**src/hw/timer16_pkg.sv**
```systemverilog
// Package: register map, field layouts and constants of the 16-bit timer
package timer16_pkg;
    // ==========================================================
    // Register byte offsets on APB
    localparam logic [7:0] OFS_CTRL1 = 8'h00;
    localparam logic [7:0] OFS_MODE = 8'h04;
    localparam logic [7:0] OFS_FLAGS = 8'h08;
    localparam logic [7:0] OFS_CMP_A = 8'h0c;
    localparam logic [7:0] OFS_CMP_B = 8'h10;
    localparam logic [7:0] OFS_CAP_A = 8'h14;
    localparam logic [7:0] OFS_CAP_B = 8'h18;
    localparam logic [7:0] OFS_COUNT = 8'h1c;
    localparam logic [7:0] OFS_ALT_COUNT = 8'h20;
    // ==========================================================
    // Flag register bit positions
    localparam int FLG_CAP_A = 7;
    localparam int FLG_CMP_A = 6;
    localparam int FLG_OVF = 5;
    localparam int FLG_CAP_B = 4;
    localparam int FLG_CMP_B = 3;
    localparam int FLG_TIMER_OFF = 2;
    // Index of each event flag in the internal flag vector
    localparam int IX_CAP_A = 4;
    localparam int IX_CMP_A = 3;
    localparam int IX_OVF = 2;
    localparam int IX_CAP_B = 1;
    localparam int IX_CMP_B = 0;
    localparam int NUM_FLAGS = 5;
    // ==========================================================
    // Reset values and counter constants
    localparam logic [7:0] CTRL1_RESET = 8'h00;
    localparam logic [7:0] MODE_RESET = 8'h00;
    localparam logic [15:0] CMP_RESET = 16'h8000;
    localparam logic [15:0] COUNT_RELOAD = 16'hfffc;
    localparam logic [15:0] COUNT_TOP = 16'hffff;
    localparam logic [1:0] CLK_DIV4 = 2'b00;
    localparam logic [1:0] CLK_DIV2 = 2'b01;
    localparam logic [1:0] CLK_DIV8 = 2'b10;
    localparam logic [1:0] CLK_EXT = 2'b11;
    localparam logic [2:0] DIV2_LAST = 3'h1;
    localparam logic [2:0] DIV4_LAST = 3'h3;
    localparam logic [2:0] DIV8_LAST = 3'h7;
    // ==========================================================
    // Field layouts
    typedef struct packed {
        logic capture_irq_enable;
        logic compare_irq_enable;
        logic overflow_irq_enable;
        logic force_level_b;
        logic force_level_a;
        logic out_level_b;
        logic capture_edge_a;
        logic out_level_a;
    } ctrl1_t;
    typedef struct packed {
        logic pin_route_a;
        logic pin_route_b;
        logic one_pulse_select;
        logic pwm_select;
        logic [1:0] timer_clock_select;
        logic capture_edge_b;
        logic ext_clock_edge;
    } mode_ctrl_t;
    typedef struct packed {
        logic compare_out_pin_a;
        logic compare_out_en_a;
        logic compare_out_pin_b;
        logic compare_out_en_b;
    } compare_pins_t;
endpackage

```
**src/hw/timer16_pwm_control.sv**
```systemverilog
// Module: 16-bit free-running timer with compare, capture, one-pulse and PWM
// ==========================================================
// Notes on behaviour
// - PWM: match A drives pin A level A
// - PWM: match B drives pin A level B
// - PWM: match B reloads counter with FFFCh
// - Level A 1, B 0: high A to B
// - Equal levels give constant pin A
// - Compare event at value plus five ticks
// - Tick is prescaled clock or external edge
// - PWM never sets compare flags
// - PWM: match B sets capture flag A
// - PWM: capture A disconnected, B still works
// - PWM wins over one-pulse select
// - Wait mode runs; enabled irq wakes
// - Halt freezes counter; resumes held value
// - Halt capture edge arms; flag at exit
// - One shared irq, enable and mask
// - Bits 7,6,5 enable capture, compare, overflow
// - Bit 4 forces level B onto pin B outside PWM/ONE_PULSE_SELECT
// - Bit 3 forces level A onto pin A outside PWM/ONE_PULSE_SELECT
// - Bit 2 at match B; pin A in PWM, at capture A edge in ONE_PULSE_SELECT
// - Bit 1 selects capture A edge
// - Bit 0 drives pin A at match A
// - PWM compare shadows load at period end
// - Clock select: div4, div2, div8, external
// - Pin A routing gated; compare keeps running
`timescale 1ns/1ps
`default_nettype none
module timer16_pwm_control
    import timer16_pkg::*;
(
    input wire logic clock,
    input wire logic nrst,
    input wire logic clk_en,
    input wire logic psel,
    input wire logic penable,
    input wire logic pwrite,
    input wire logic [7:0] paddr,
    input wire logic [31:0] pwdata,
    output logic [31:0] prdata,
    output logic pready,
    output logic pslverr,
    input wire logic capture_in_pin_a,
    input wire logic capture_in_pin_b,
    input wire logic ext_clock_pin,
    input wire logic wait_mode,
    input wire logic halt_mode,
    input wire logic cpu_irq_mask,
    output compare_pins_t compare_pins,
    output logic timer_irq,
    output logic wait_wake
);
    // ==========================================================
    // Decoding helpers
    function automatic logic mapped(input logic [7:0] a);
        mapped = (a == OFS_CTRL1) || (a == OFS_MODE) || (a == OFS_FLAGS) || (a == OFS_CMP_A) ||
                 (a == OFS_CMP_B) || (a == OFS_CAP_A) || (a == OFS_CAP_B) || (a == OFS_COUNT) ||
                 (a == OFS_ALT_COUNT);
    endfunction
    function automatic logic [NUM_FLAGS-1:0] clear_target(input logic [7:0] a);
        clear_target = '0;
        clear_target[IX_CAP_A] = (a == OFS_CAP_A);
        clear_target[IX_CMP_A] = (a == OFS_CMP_A);
        clear_target[IX_OVF] = (a == OFS_COUNT);
        clear_target[IX_CAP_B] = (a == OFS_CAP_B);
        clear_target[IX_CMP_B] = (a == OFS_CMP_B);
    endfunction

    ctrl1_t ctrl1_r;
    mode_ctrl_t mode_r;
    logic timer_off_r;
    logic [15:0] cmp_a_r, cmp_b_r, shadow_a_r, shadow_b_r;
    logic [15:0] cap_a_r, cap_b_r, count_r;
    logic [NUM_FLAGS-1:0] flag_r, armed_r, flag_set, flag_clr;
    logic [2:0] presc_r;
    logic [2:0] sync_a_r, sync_b_r, sync_x_r;
    logic halt_d_r, arm_a_r, arm_b_r;
    logic pready_r, pslverr_r;
    logic [31:0] prdata_r;
    compare_pins_t pins_r;
    logic timer_irq_r, wait_wake_r;

    // ==========================================================
    // APB slave: setup cycle latches read data, access cycle completes
    logic setup_ph, done, wr_done, rd_done;
    assign setup_ph = psel && !penable;
    assign done = psel && penable && pready_r;
    assign wr_done = done && pwrite && mapped(paddr);
    assign rd_done = done && !pwrite && mapped(paddr);

    always_ff @(posedge clock or negedge nrst) begin
        if (!nrst) begin
            pready_r <= 1'b0;
            pslverr_r <= 1'b0;
            prdata_r <= 32'h0000_0000;
        end else if (clk_en) begin
            pready_r <= setup_ph;
            pslverr_r <= setup_ph && !mapped(paddr);
            if (setup_ph && !pwrite) begin
                unique case (paddr)
                    OFS_CTRL1: prdata_r <= {24'h000000, ctrl1_r};
                    OFS_MODE: prdata_r <= {24'h000000, mode_r};
                    OFS_FLAGS: prdata_r <= {24'h000000, flag_r, timer_off_r, 2'b00};
                    OFS_CMP_A: prdata_r <= {16'h0000, cmp_a_r};
                    OFS_CMP_B: prdata_r <= {16'h0000, cmp_b_r};
                    OFS_CAP_A: prdata_r <= {16'h0000, cap_a_r};
                    OFS_CAP_B: prdata_r <= {16'h0000, cap_b_r};
                    OFS_COUNT: prdata_r <= {16'h0000, count_r};
                    OFS_ALT_COUNT: prdata_r <= {16'h0000, count_r};
                    default: prdata_r <= 32'h0000_0000;
                endcase
            end
        end
    end

    // ==========================================================
    // Control registers
    always_ff @(posedge clock or negedge nrst) begin
        if (!nrst) begin
            ctrl1_r <= CTRL1_RESET;
            mode_r <= MODE_RESET;
            timer_off_r <= 1'b0;
            cmp_a_r <= CMP_RESET;
            cmp_b_r <= CMP_RESET;
        end else if (clk_en && wr_done) begin
            if (paddr == OFS_CTRL1) ctrl1_r <= pwdata[7:0];
            if (paddr == OFS_MODE) mode_r <= pwdata[7:0];
            if (paddr == OFS_FLAGS) timer_off_r <= pwdata[FLG_TIMER_OFF];
            if (paddr == OFS_CMP_A) cmp_a_r <= pwdata[15:0];
            if (paddr == OFS_CMP_B) cmp_b_r <= pwdata[15:0];
        end
    end

    logic pwm_act, opm_act, normal_act;
    assign pwm_act = mode_r.pwm_select;
    assign opm_act = mode_r.one_pulse_select && !mode_r.pwm_select;
    assign normal_act = !mode_r.pwm_select && !mode_r.one_pulse_select;

    // ==========================================================
    // Input synchronisers and edge detection
    always_ff @(posedge clock or negedge nrst) begin
        if (!nrst) begin
            sync_a_r <= 3'h0;
            sync_b_r <= 3'h0;
            sync_x_r <= 3'h0;
            halt_d_r <= 1'b0;
        end else if (clk_en) begin
            sync_a_r <= {sync_a_r[1:0], capture_in_pin_a};
            sync_b_r <= {sync_b_r[1:0], capture_in_pin_b};
            sync_x_r <= {sync_x_r[1:0], ext_clock_pin};
            halt_d_r <= halt_mode;
        end
    end

    logic edge_a, edge_b, edge_x, halt_exit;
    assign edge_a = ctrl1_r.capture_edge_a ? (sync_a_r[1] && !sync_a_r[2]) : (!sync_a_r[1] && sync_a_r[2]);
    assign edge_b = mode_r.capture_edge_b ? (sync_b_r[1] && !sync_b_r[2]) : (!sync_b_r[1] && sync_b_r[2]);
    assign edge_x = mode_r.ext_clock_edge ? (sync_x_r[1] && !sync_x_r[2]) : (!sync_x_r[1] && sync_x_r[2]);
    assign halt_exit = halt_d_r && !halt_mode;

    // ==========================================================
    // Prescaler and tick
    logic run_en, tick;
    logic [2:0] presc_last;
    assign run_en = !halt_mode && !timer_off_r;
    always_comb begin
        unique case (mode_r.timer_clock_select)
            CLK_DIV2: presc_last = DIV2_LAST;
            CLK_DIV8: presc_last = DIV8_LAST;
            default: presc_last = DIV4_LAST;
        endcase
    end
    assign tick = run_en && ((mode_r.timer_clock_select == CLK_EXT) ? edge_x : (presc_r == presc_last));

    always_ff @(posedge clock or negedge nrst) begin
        if (!nrst) begin
            presc_r <= 3'h0;
        end else if (clk_en && run_en) begin
            presc_r <= (presc_r >= presc_last) ? 3'h0 : presc_r + 3'h1;
        end
    end

    // ==========================================================
    // Compare events: a tick while the counter equals the value
    logic hit_a, hit_b, cnt_wr, ovf_evt, cap_a_evt, cap_b_evt, opm_trig;
    assign hit_a = tick && (count_r == shadow_a_r);
    assign hit_b = tick && (count_r == shadow_b_r);
    assign cnt_wr = wr_done && ((paddr == OFS_COUNT) || (paddr == OFS_ALT_COUNT));
    assign opm_trig = opm_act && edge_a && !halt_mode;
    assign ovf_evt = tick && (count_r == COUNT_TOP) && !(pwm_act && hit_b);
    assign cap_a_evt = pwm_act ? hit_b : ((edge_a && !halt_mode) || (halt_exit && arm_a_r));
    assign cap_b_evt = (edge_b && !halt_mode) || (halt_exit && arm_b_r);

    // Shadows follow directly except in PWM, where they load at period end
    always_ff @(posedge clock or negedge nrst) begin
        if (!nrst) begin
            shadow_a_r <= CMP_RESET;
            shadow_b_r <= CMP_RESET;
        end else if (clk_en && (!pwm_act || hit_b)) begin
            shadow_a_r <= cmp_a_r;
            shadow_b_r <= cmp_b_r;
        end
    end

    // ==========================================================
    // Free-running counter
    always_ff @(posedge clock or negedge nrst) begin
        if (!nrst) begin
            count_r <= COUNT_RELOAD;
        end else if (clk_en) begin
            if (cnt_wr || opm_trig || (pwm_act && hit_b)) count_r <= COUNT_RELOAD;
            else if (tick) count_r <= count_r + 16'h0001;
        end
    end

    // ==========================================================
    // Capture registers and halt arming
    always_ff @(posedge clock or negedge nrst) begin
        if (!nrst) begin
            cap_a_r <= 16'h0000;
            cap_b_r <= 16'h0000;
            arm_a_r <= 1'b0;
            arm_b_r <= 1'b0;
        end else if (clk_en) begin
            if (halt_mode && edge_a && !pwm_act) arm_a_r <= 1'b1;
            else if (!halt_mode) arm_a_r <= 1'b0;
            if (halt_mode && edge_b) arm_b_r <= 1'b1;
            else if (!halt_mode) arm_b_r <= 1'b0;
            if (cap_a_evt && !pwm_act) cap_a_r <= count_r;
            if (cap_b_evt) cap_b_r <= count_r;
        end
    end

    // ==========================================================
    // Event flags: set wins over clear
    always_comb begin
        flag_set = '0;
        flag_set[IX_CAP_A] = cap_a_evt;
        flag_set[IX_CMP_A] = hit_a && normal_act;
        flag_set[IX_OVF] = ovf_evt;
        flag_set[IX_CAP_B] = cap_b_evt;
        flag_set[IX_CMP_B] = hit_b && !pwm_act;
    end
    assign flag_clr = (done && mapped(paddr)) ? (clear_target(paddr) & armed_r) : '0;

    genvar gi;
    generate
        for (gi = 0; gi < NUM_FLAGS; gi++) begin : g_flag
            always_ff @(posedge clock or negedge nrst) begin
                if (!nrst) begin
                    flag_r[gi] <= 1'b0;
                    armed_r[gi] <= 1'b0;
                end else if (clk_en) begin
                    if (flag_set[gi]) flag_r[gi] <= 1'b1;
                    else if (flag_clr[gi]) flag_r[gi] <= 1'b0;
                    if (rd_done && (paddr == OFS_FLAGS) && flag_r[gi]) armed_r[gi] <= 1'b1;
                    else if (flag_clr[gi]) armed_r[gi] <= 1'b0;
                end
            end
        end
    endgenerate

    // ==========================================================
    // Compare output pins
    always_ff @(posedge clock or negedge nrst) begin
        if (!nrst) begin
            pins_r <= '0;
        end else if (clk_en) begin
            pins_r.compare_out_en_a <= mode_r.pin_route_a && !timer_off_r;
            pins_r.compare_out_en_b <= mode_r.pin_route_b && !timer_off_r;
            if (pwm_act) begin
                if (hit_b) pins_r.compare_out_pin_a <= ctrl1_r.out_level_b;
                else if (hit_a) pins_r.compare_out_pin_a <= ctrl1_r.out_level_a;
            end else if (opm_act) begin
                if (opm_trig) pins_r.compare_out_pin_a <= ctrl1_r.out_level_b;
                else if (hit_a) pins_r.compare_out_pin_a <= ctrl1_r.out_level_a;
            end else if (ctrl1_r.force_level_a || hit_a) begin
                pins_r.compare_out_pin_a <= ctrl1_r.out_level_a;
            end
            if (normal_act && (ctrl1_r.force_level_b || hit_b)) begin
                pins_r.compare_out_pin_b <= ctrl1_r.out_level_b;
            end
        end
    end

    // ==========================================================
    // Shared interrupt and wait wake-up
    logic irq_cond;
    assign irq_cond = !cpu_irq_mask &&
        ((ctrl1_r.capture_irq_enable && (flag_r[IX_CAP_A] || flag_r[IX_CAP_B])) ||
         (ctrl1_r.compare_irq_enable && (flag_r[IX_CMP_A] || flag_r[IX_CMP_B])) ||
         (ctrl1_r.overflow_irq_enable && flag_r[IX_OVF]));
    always_ff @(posedge clock or negedge nrst) begin
        if (!nrst) begin
            timer_irq_r <= 1'b0;
            wait_wake_r <= 1'b0;
        end else if (clk_en) begin
            timer_irq_r <= irq_cond;
            wait_wake_r <= irq_cond && wait_mode && !halt_mode;
        end
    end

    assign prdata = prdata_r;
    assign pready = pready_r;
    assign pslverr = pslverr_r;
    assign compare_pins = pins_r;
    assign timer_irq = timer_irq_r;
    assign wait_wake = wait_wake_r;
endmodule
`default_nettype wire

```
**config.mk**
```make
export PLATFORM = sky130hd
export DESIGN_NAME = timer16_pwm_control
export DESIGN_NICKNAME = d
export VERILOG_FILES = /design/src/hw/timer16_pkg.sv /design/src/hw/timer16_pwm_control.sv
export SDC_FILE = /design/constraint.sdc
export NUM_CORES = 1
export LEC_CHECK = 0
export BUFFER_PORTS_ARGS = -buffer_cell sky130_fd_sc_hd__buf_2
export CAP_MARGIN = 10
export CORE_UTILIZATION = 50
export CTS_BUF_LIST = sky130_fd_sc_hd__clkbuf_16
export DETAILED_ROUTE_END_ITERATION = 6
export PLACE_DENSITY = 0.7
export SYNTH_ARGS = -nofsm -noshare
export SYNTH_HDL_FRONTEND = slang
export SYNTH_SLANG_ARGS = --single-unit
```
**constraint.sdc**
```tcl
create_clock -name clock -period 3.2 [get_ports clock]
set_input_delay 0.16 -clock clock [delete_from_list [all_inputs] [get_ports clock]]
set_output_delay 0.16 -clock clock [all_outputs]
set_load 0.05 [all_outputs]
```
==> results of run 1 <==
-- flip-flops by register name, indices dropped and copies added, names as in the netlist, 3 cells and up --
register and count:
cap_b_r 16, flag_r 5, compare_pins 4, sync_x_r 3, cmp_b_r 16, sync_b_r 3, mode_r 7, count_r 16
shadow_a_r 16, presc_r 3, shadow_b_r 16, armed_r 5, cap_a_r 16, ctrl1_r 8, cmp_a_r 16, prdata 16
sync_a_r 3
-- power by group through the flow --
| stage | clock [W] | sequential (W) | combinational [W] |
|---|---|---|---|
| 2_1_floorplan | 0 | 0.00269 | 0.000484 |
| 3_5_place_dp | 0 | 0.00258 | 0.000886 |
| 6_report | 0.00215 | 0.00255 | 0.000905 |
| 5_1_grt | 0.00226 | 0.00257 | 0.000969 |
| 4_1_cts | 0.00217 | 0.00255 | 0.000906 |
| 3_3_place_gp | 0 | 0.00257 | 0.000857 |
-- layout make-up --
cell class / count / area [µm²]
repair buffers: 103 / 694.4
flip-flops and latches: 178 / 4477
clock inverters: 14 / 175.2
fillers: 1358 / 6822
well taps: 220 / 275.3
multi-input cells: 495 / 3913
inverters: 10 / 37.54
clock buffers: 17 / 425.4
-- synthesized netlist by cell type (5+ instances only) --
cell type,count,area (µm²)
a21oi_1,24,120.1
a221oi_1,11,96.34
a222oi_1,8,80.08
a22o_1,7,61.31
a22oi_1,15,112.6
a31oi_1,11,68.82
and2_1,5,31.28
and3_1,5,31.28
and4_1,5,43.79
buf_2,13,65.06
buf_4,19,142.6
buf_6,6,67.56
clkbuf_1,28,105.1
dfrtp_1,160,4004
dfstp_2,18,473.0
inv_1,9,33.78
mux2_1,6,67.56
mux2_2,128,1441
nand2_1,40,150.1
nand3_1,15,75.07
nand3b_1,6,45.04
nand4_1,11,68.82
nor2_1,41,153.9
nor4_1,7,43.79
o21ai_0,24,120.1
xnor2_1,18,157.7
xor2_1,21,183.9
-- final timing paths --
| check | end | start | slack [ns] |
|---|---|---|---|
| worst max-delay path | count_r[1]$_DFFE_PN0P_ | mode_r[2]$_DFFE_PN0P_ | 0.47 |
| worst min-delay path | cmp_a_r[5]$_DFFE_PN0P_ | pwdata[5] | 0.02 |
| worst max register to register | count_r[1]$_DFFE_PN0P_ | mode_r[2]$_DFFE_PN0P_ | 0.47 |
| worst min register to register | wait_wake$_DFFE_PN0P_ | wait_wake$_DFFE_PN0P_ | 0.49 |
| max in group asynchronous | cmp_b_r[15]$_DFFE_PN1P_ | nrst | 1.97 |
| min in group asynchronous | wait_wake$_DFFE_PN0P_ | nrst | 0.32 |
-- what timing repair did --
| item | 4_1_cts | 5_1_grt |
|---|---|---|
| hold buffers | 15 | 0 |
| gates resized for setup | 0 | 0 |
| hold endpoints to repair | 95 | 0 |
-- metal layers --
metal  share of wire  up-vias
met1            0.43     3203
met3           0.078       53
li1                -     2793
met2            0.46      273
met5               0        -
met4           0.029        0
-- critical path: stages (launching register included) --
cell	delay [ns]
dfrtp_1	0.49
nand2b_1	0.20
ha_1	0.32
a32oi_1	0.29
a41o_4	0.19
nor3_4	0.04
buf_4	0.19
a31oi_2	0.45
and2_1	0.29
a32o_1	0.19
-- cell families (layout without fill, tap and decap cells) --
kind of cell / Yosys count / count (layout) / share of synthesized area
muxes: 138 / 138 / 0.1771
buffers and inverters: 78 / 144 / 0.04864
AOI/OAI and AO/OA: 130 / 130 / 0.1074
other: 1 / 16 / 0.0004288
DFF: 178 / 178 / 0.5119
and+or+nand+nor: 168 / 168 / 0.1097
adders and majority gates: 4 / 4 / 0.005723
xor gates and xnor gates: 39 / 39 / 0.03906
-- metrics by stage --
stage	setup WS, ns	total power (W)
after floorplan	0.8495	0.003177
after global placement	0.6258	0.003432
after detailed placement	0.5656	0.003470
after CTS	0.5227	0.005624
after global routing	0.3149	0.005804
final	0.4693	0.005603
==> metrics.yaml, run 1 <==
floorplan:
  initial_core_util: 0.5200
  fp.dieH_um: 134.3
  dieArea_mm2: 0.01802
  boundaryPins: 92
  core_mm2: 0.01682
  placementRows: 47
  die_w_um: 134.3
status:
  status: "complete, no violations"
logic_synthesis:
  ys.warnings.count: 0
  async_reset_ff_frac: 1.000
  synthFlopType: "dfrtp_1"
  netlist_instances: 736
  synth_edf_count: 0
  synth_area_mm2: 0.008746
  syn_area_per_cell_um2: 11.88
  synthDistinctLibCells: 68
  synth-seq-cells: 178
  yosysSeqAreaShare: 0.5119
sta:
  clock_skew_ns: 0.008485
  period_share: 0.8533
  rsz0062_at_grt: "false"
  tightest_slew_ns: 0.8776
  fin_crit_ns: 2.731
  drv_slew: 0
  fmax_ghz: 0.3662
  whs_ns: 0.01884
  max_slew_margin: 0.4149
  fin_setup_tns_ns: 0
  hold_viol: 0
  finalSetupViolCount: 0
min_path:
  holdPathStages: 2
  hold_class: "in -> reg"
grt:
  met1_usage: 0.3693
  grt_pass1_wl_um: 35890
  grt_pass1_vias: 6349
  grt.busiest_layer: "met2"
  grt_max_degree: 74
  antenna_found_initial: 0
  use_met3: 0.05631
  use_met2: 0.4134
  grt-ovfl-total: 0
  grt_use_total: 0.2664
clock_network:
  clock_sinks: 178
  cts_buffer_depth: 2
  insertion_delay_ns: 0.43
  clk_pin_slew_worst_paths_ns: 0.07
  tritoncts: "done"
  cts_root_buf: "clkbuf_16"
  ctsHtreeMaxLevel: 4
  post_cts_buffers: 0
  cts_inserted_buffers: 17
placement:
  gp_congestion: 0.8954
  placed_cell_area_mm2: 0.009246
  portBuffers: 59
  dp.cells: 991
  hpwl_um: 16160
power:
  power_switching_w: 0.001651
  clkPwrFrac: 0.383
  leakagePower_nw: 4.669
  p_int_w: 0.003952
  ir_drop_v: 0.0004715
  pwr-share-comb: 0.162
  p_per_area_mw_per_mm2: 560.5
  p_sw_frac: 0.2947
  p_seq_frac: 0.455
drt:
  drt_wl_total_um: 22550
  ant_nets: 0
  drtIter0Drc: 698
  vias: 6322
  drt_first_pass_iters: 5
  via_per_inst: 6.096
  drcViolationCount: 0
  wl_per_cell_um: 21.74
critical_path:
  cp_data_arrival_time_ns: 3.09
  cp.required_ns: 3.56
  cp-end-kind: "flop"
  cp_max_fo: 12
  critPathKind: "reg -> reg"
  r2r_cells: 9
  start_kind: "flop"
job:
  drv_cap: 0
layout:
  areaGrowthSynthToFinish_pct: 14.31
  final_common_cell: "dfrtp_1"
  antennaDiodeCount: 0
  post-route-util: 0.5944
  nNetsFinal: 861
  final_cells: 1037
  layout_common_cells: "dfrtp_1, mux2_2, buf_2, nor2_1, nand2_1"
  drive_above_1_share: 0.3476
  fin_area_mm2: 0.009997
Power figures use the tool's default switching activity.
==> run 2: changes to the inputs <==
--- a/config.mk
+++ b/config.mk
@@ -12,4 +12,5 @@
 export DETAILED_ROUTE_END_ITERATION = 6
 export PLACE_DENSITY = 0.7
+export REMOVE_ABC_BUFFERS = 1
 export SYNTH_ARGS = -nofsm -noshare
 export SYNTH_HDL_FRONTEND = slang
==> constraint.sdc (replaced) <==
create_clock -name clock -period 3.2 [get_ports clock]
set_input_delay 0.16 -clock clock [delete_from_list [all_inputs] [get_ports clock]]
set_output_delay 0.16 -clock clock [all_outputs]
set_load 0.01 [all_outputs]
==> metrics.yaml, run 2 (synthesis gave the netlist of run 1 again) <==
grt:
  grt_pass1_wl_um: 34710  # -3.3%
  grt_max_degree: 85  # +15%
  antenna_found_initial: 0  # unchanged
  grt_use_total: 0.2568  # -0.009560
  grt_pass1_vias: 6304  # -0.71%
  grt-ovfl-total: 0  # unchanged
sta:
  finalSetupViolCount: 0  # unchanged
  whs_ns: 0.01997  # +0.001126 ns
  hold_viol: 0  # unchanged
  setup_ws_ns: 0.4878  # +0.01852 ns
  fin_crit_ns: 2.712  # -0.01852 ns
  rsz0062_at_grt: "false"
  tightest_slew_ns: 0.7701  # -0.1075 ns
  fmax_ghz: 0.3687  # +0.68%
  drv_slew: 0  # unchanged
  clock_skew_ns: 0.008969  # +0.0004841 ns
  max_slew_margin: 0.4866  # +0.07165
  fin_setup_tns_ns: 0  # unchanged
  period_share: 0.8476  # -0.005788
layout:
  fillCellCount: 1370  # +0.88%
  nNetsFinal: 853  # -0.93%
  antennaDiodeCount: 0  # unchanged
  final-seq-area_mm2: 0.004477  # unchanged
  drive_above_1_share: 0.3457  # -0.001934
  multi_input_area_mm2: 0.003913  # unchanged
  areaGrowthSynthToFinish_pct: 13.12
  final_common_cell: "dfrtp_1"
  layout_common_cells: "dfrtp_1, mux2_2, buf_2, nor2_1, nand2_1"
job:
  drv_cap: 0  # unchanged
clock_network:
  post_cts_buffers: 0  # unchanged
  cts_root_buf: "clkbuf_16"
  insertion_delay_ns: 0.43  # about the same
  cts_resized: 0  # unchanged
  clk_pin_slew_worst_paths_ns: 0.07  # about the same
  ctsHtreeMaxLevel: 4  # unchanged
  tritoncts: "done"
  cts_buffer_depth: 2  # unchanged
  cts_inserted_buffers: 17  # unchanged
  clock_sinks: 178  # unchanged
drt:
  via_per_inst: 6.091  # about the same
  drt_wl_total_um: 21880  # -3.0%
  ant_nets: 0  # unchanged
  drtIter0Drc: 529  # -24%
  vias: 6274  # -0.76%
  wl_per_cell_um: 21.24  # -2.3%
  drcViolationCount: 0  # unchanged
  drt_first_pass_iters: 5  # unchanged
floorplan:
  dieArea_mm2: 0.01802  # unchanged
  core_mm2: 0.01682  # unchanged
  initial_core_util: 0.5200  # unchanged
  boundaryPins: 92  # unchanged
  fp.dieH_um: 134.3  # unchanged
  placementRows: 47  # unchanged
  die_w_um: 134.3  # unchanged
critical_path:
  r2r_cells: 8  # -1
  rrSetupSlack_ns: 0.49  # +0.02 ns
  cp_max_fo: 7  # -5
  cp_data_arrival_time_ns: 3.08  # about the same
  startpoint: "mode_r[2]$_DFFE_PN0P_"
  critPathKind: "reg -> reg"
  cp.required_ns: 3.57  # about the same
  cp-endpoint: "flag_r[2]$_DFFE_PN0P_"
  worstReg2RegEnd: "flag_r[2]$_DFFE_PN0P_"
  start_kind: "flop"
  cp-end-kind: "flop"
  r2r_start: "mode_r[2]$_DFFE_PN0P_"
min_path:
  hold_class: "in -> reg"
status:
  status: "complete, no violations"
placement:
  pre_cts_slack_ns: 0.5705  # +0.004818 ns
  gp_congestion: 0.8926  # -0.31%
  hpwl_um: 14980  # -7.3%
  portBuffers: 59  # unchanged
power:
  ir_drop_v: 0.0004049  # -14%
  p_per_area_mw_per_mm2: 533.3  # -4.8%
  leakagePower_nw: 4.603  # -1.4%
  design_power_total_w: 0.005276  # -5.8%
[run 2: changes by cell type in the layout (fill, tap and decap cells not counted)]
cell           change
bufinv_16          -2
clkinvlp_4         +2
dlygate4sd3_1      -1
buf_4              -6
inv_6              +2
clkinv_4           +2
inv_8              -1
buf_12             -1
clkinv_1           -2
[run 2: how the worst min path moves through the flow]
stage,start,to,slack [ns],cells after the start
2_1_floorplan,nrst,arm_a_r$_DFFE_PN0P_,-0.14,0
3_3_place_gp,nrst,prdata[0]$_DFFE_PN0P_,0.25,1
3_5_place_dp,nrst,prdata[0]$_DFFE_PN0P_,0.27,1
4_1_cts,pwdata[3],cmp_b_r[3]$_DFFE_PN0P_,0.01,2
5_1_grt,pwdata[3],cmp_b_r[3]$_DFFE_PN0P_,0.008,2
6_report,pwdata[5],cmp_a_r[5]$_DFFE_PN0P_,0.02,2
[run 2: routing by layer]
layer / track usage / share of wire / vias up
met5: 0 / 0 / -
met4: 0.1192 / 0.037 / 0
met3: 0.05518 / 0.070 / 72
met2: 0.4157 / 0.48 / 269
met1: 0.3305 / 0.41 / 3160
li1: - / - / 2773
[run 2: worst max-delay path: stages, from the launching register on]
cell      delay, ns
dfrtp_1        0.46
nand2b_1       0.19
ha_1           0.31
a32oi_1        0.14
a41o_4         0.31
nor4_1         0.64
nand3_1        0.27
a21oi_1        0.21
a21o_1         0.10
[run 2: final cells by class]
class                           count  area share
Timing Repair Buffer               95     0.06260
Clock buffer                       17     0.04300
Tap cell                          220     0.02782
Clock inverter                     15     0.01480
Inverter                           10    0.003794
Sequential cell                   178      0.4525
Multi-Input combinational cell    495      0.3955
[run 2: power by group]
part / internal (W) / switching [W] / leakage [nW]
clock network: 0.00109 / 0.000925 / 0.271
logic: 0.000298 / 0.000409 / 2.00
registers: 0.00241 / 0.000148 / 2.33
[run 2: metrics by stage]
| step | utilization | area (µm²) | instances |
|---|---|---|---|
| 3_3_place_gp | 0.5459 | 9181 | 984 |
| 6_report | 0.5882 | 9893 | 1030 |
| 2_1_floorplan | - | 8414 | 683 |
| 4_1_cts | 0.5882 | 9893 | 1030 |
| 3_5_place_dp | 0.5459 | 9181 | 984 |
| 5_1_grt | 0.5882 | 9893 | 1030 |
[run 2: what timing repair did]
action                     4_1_cts  5_1_grt
hold endpoints to repair        91        0
setup endpoints to repair        0        0
hold buffers                    14        0
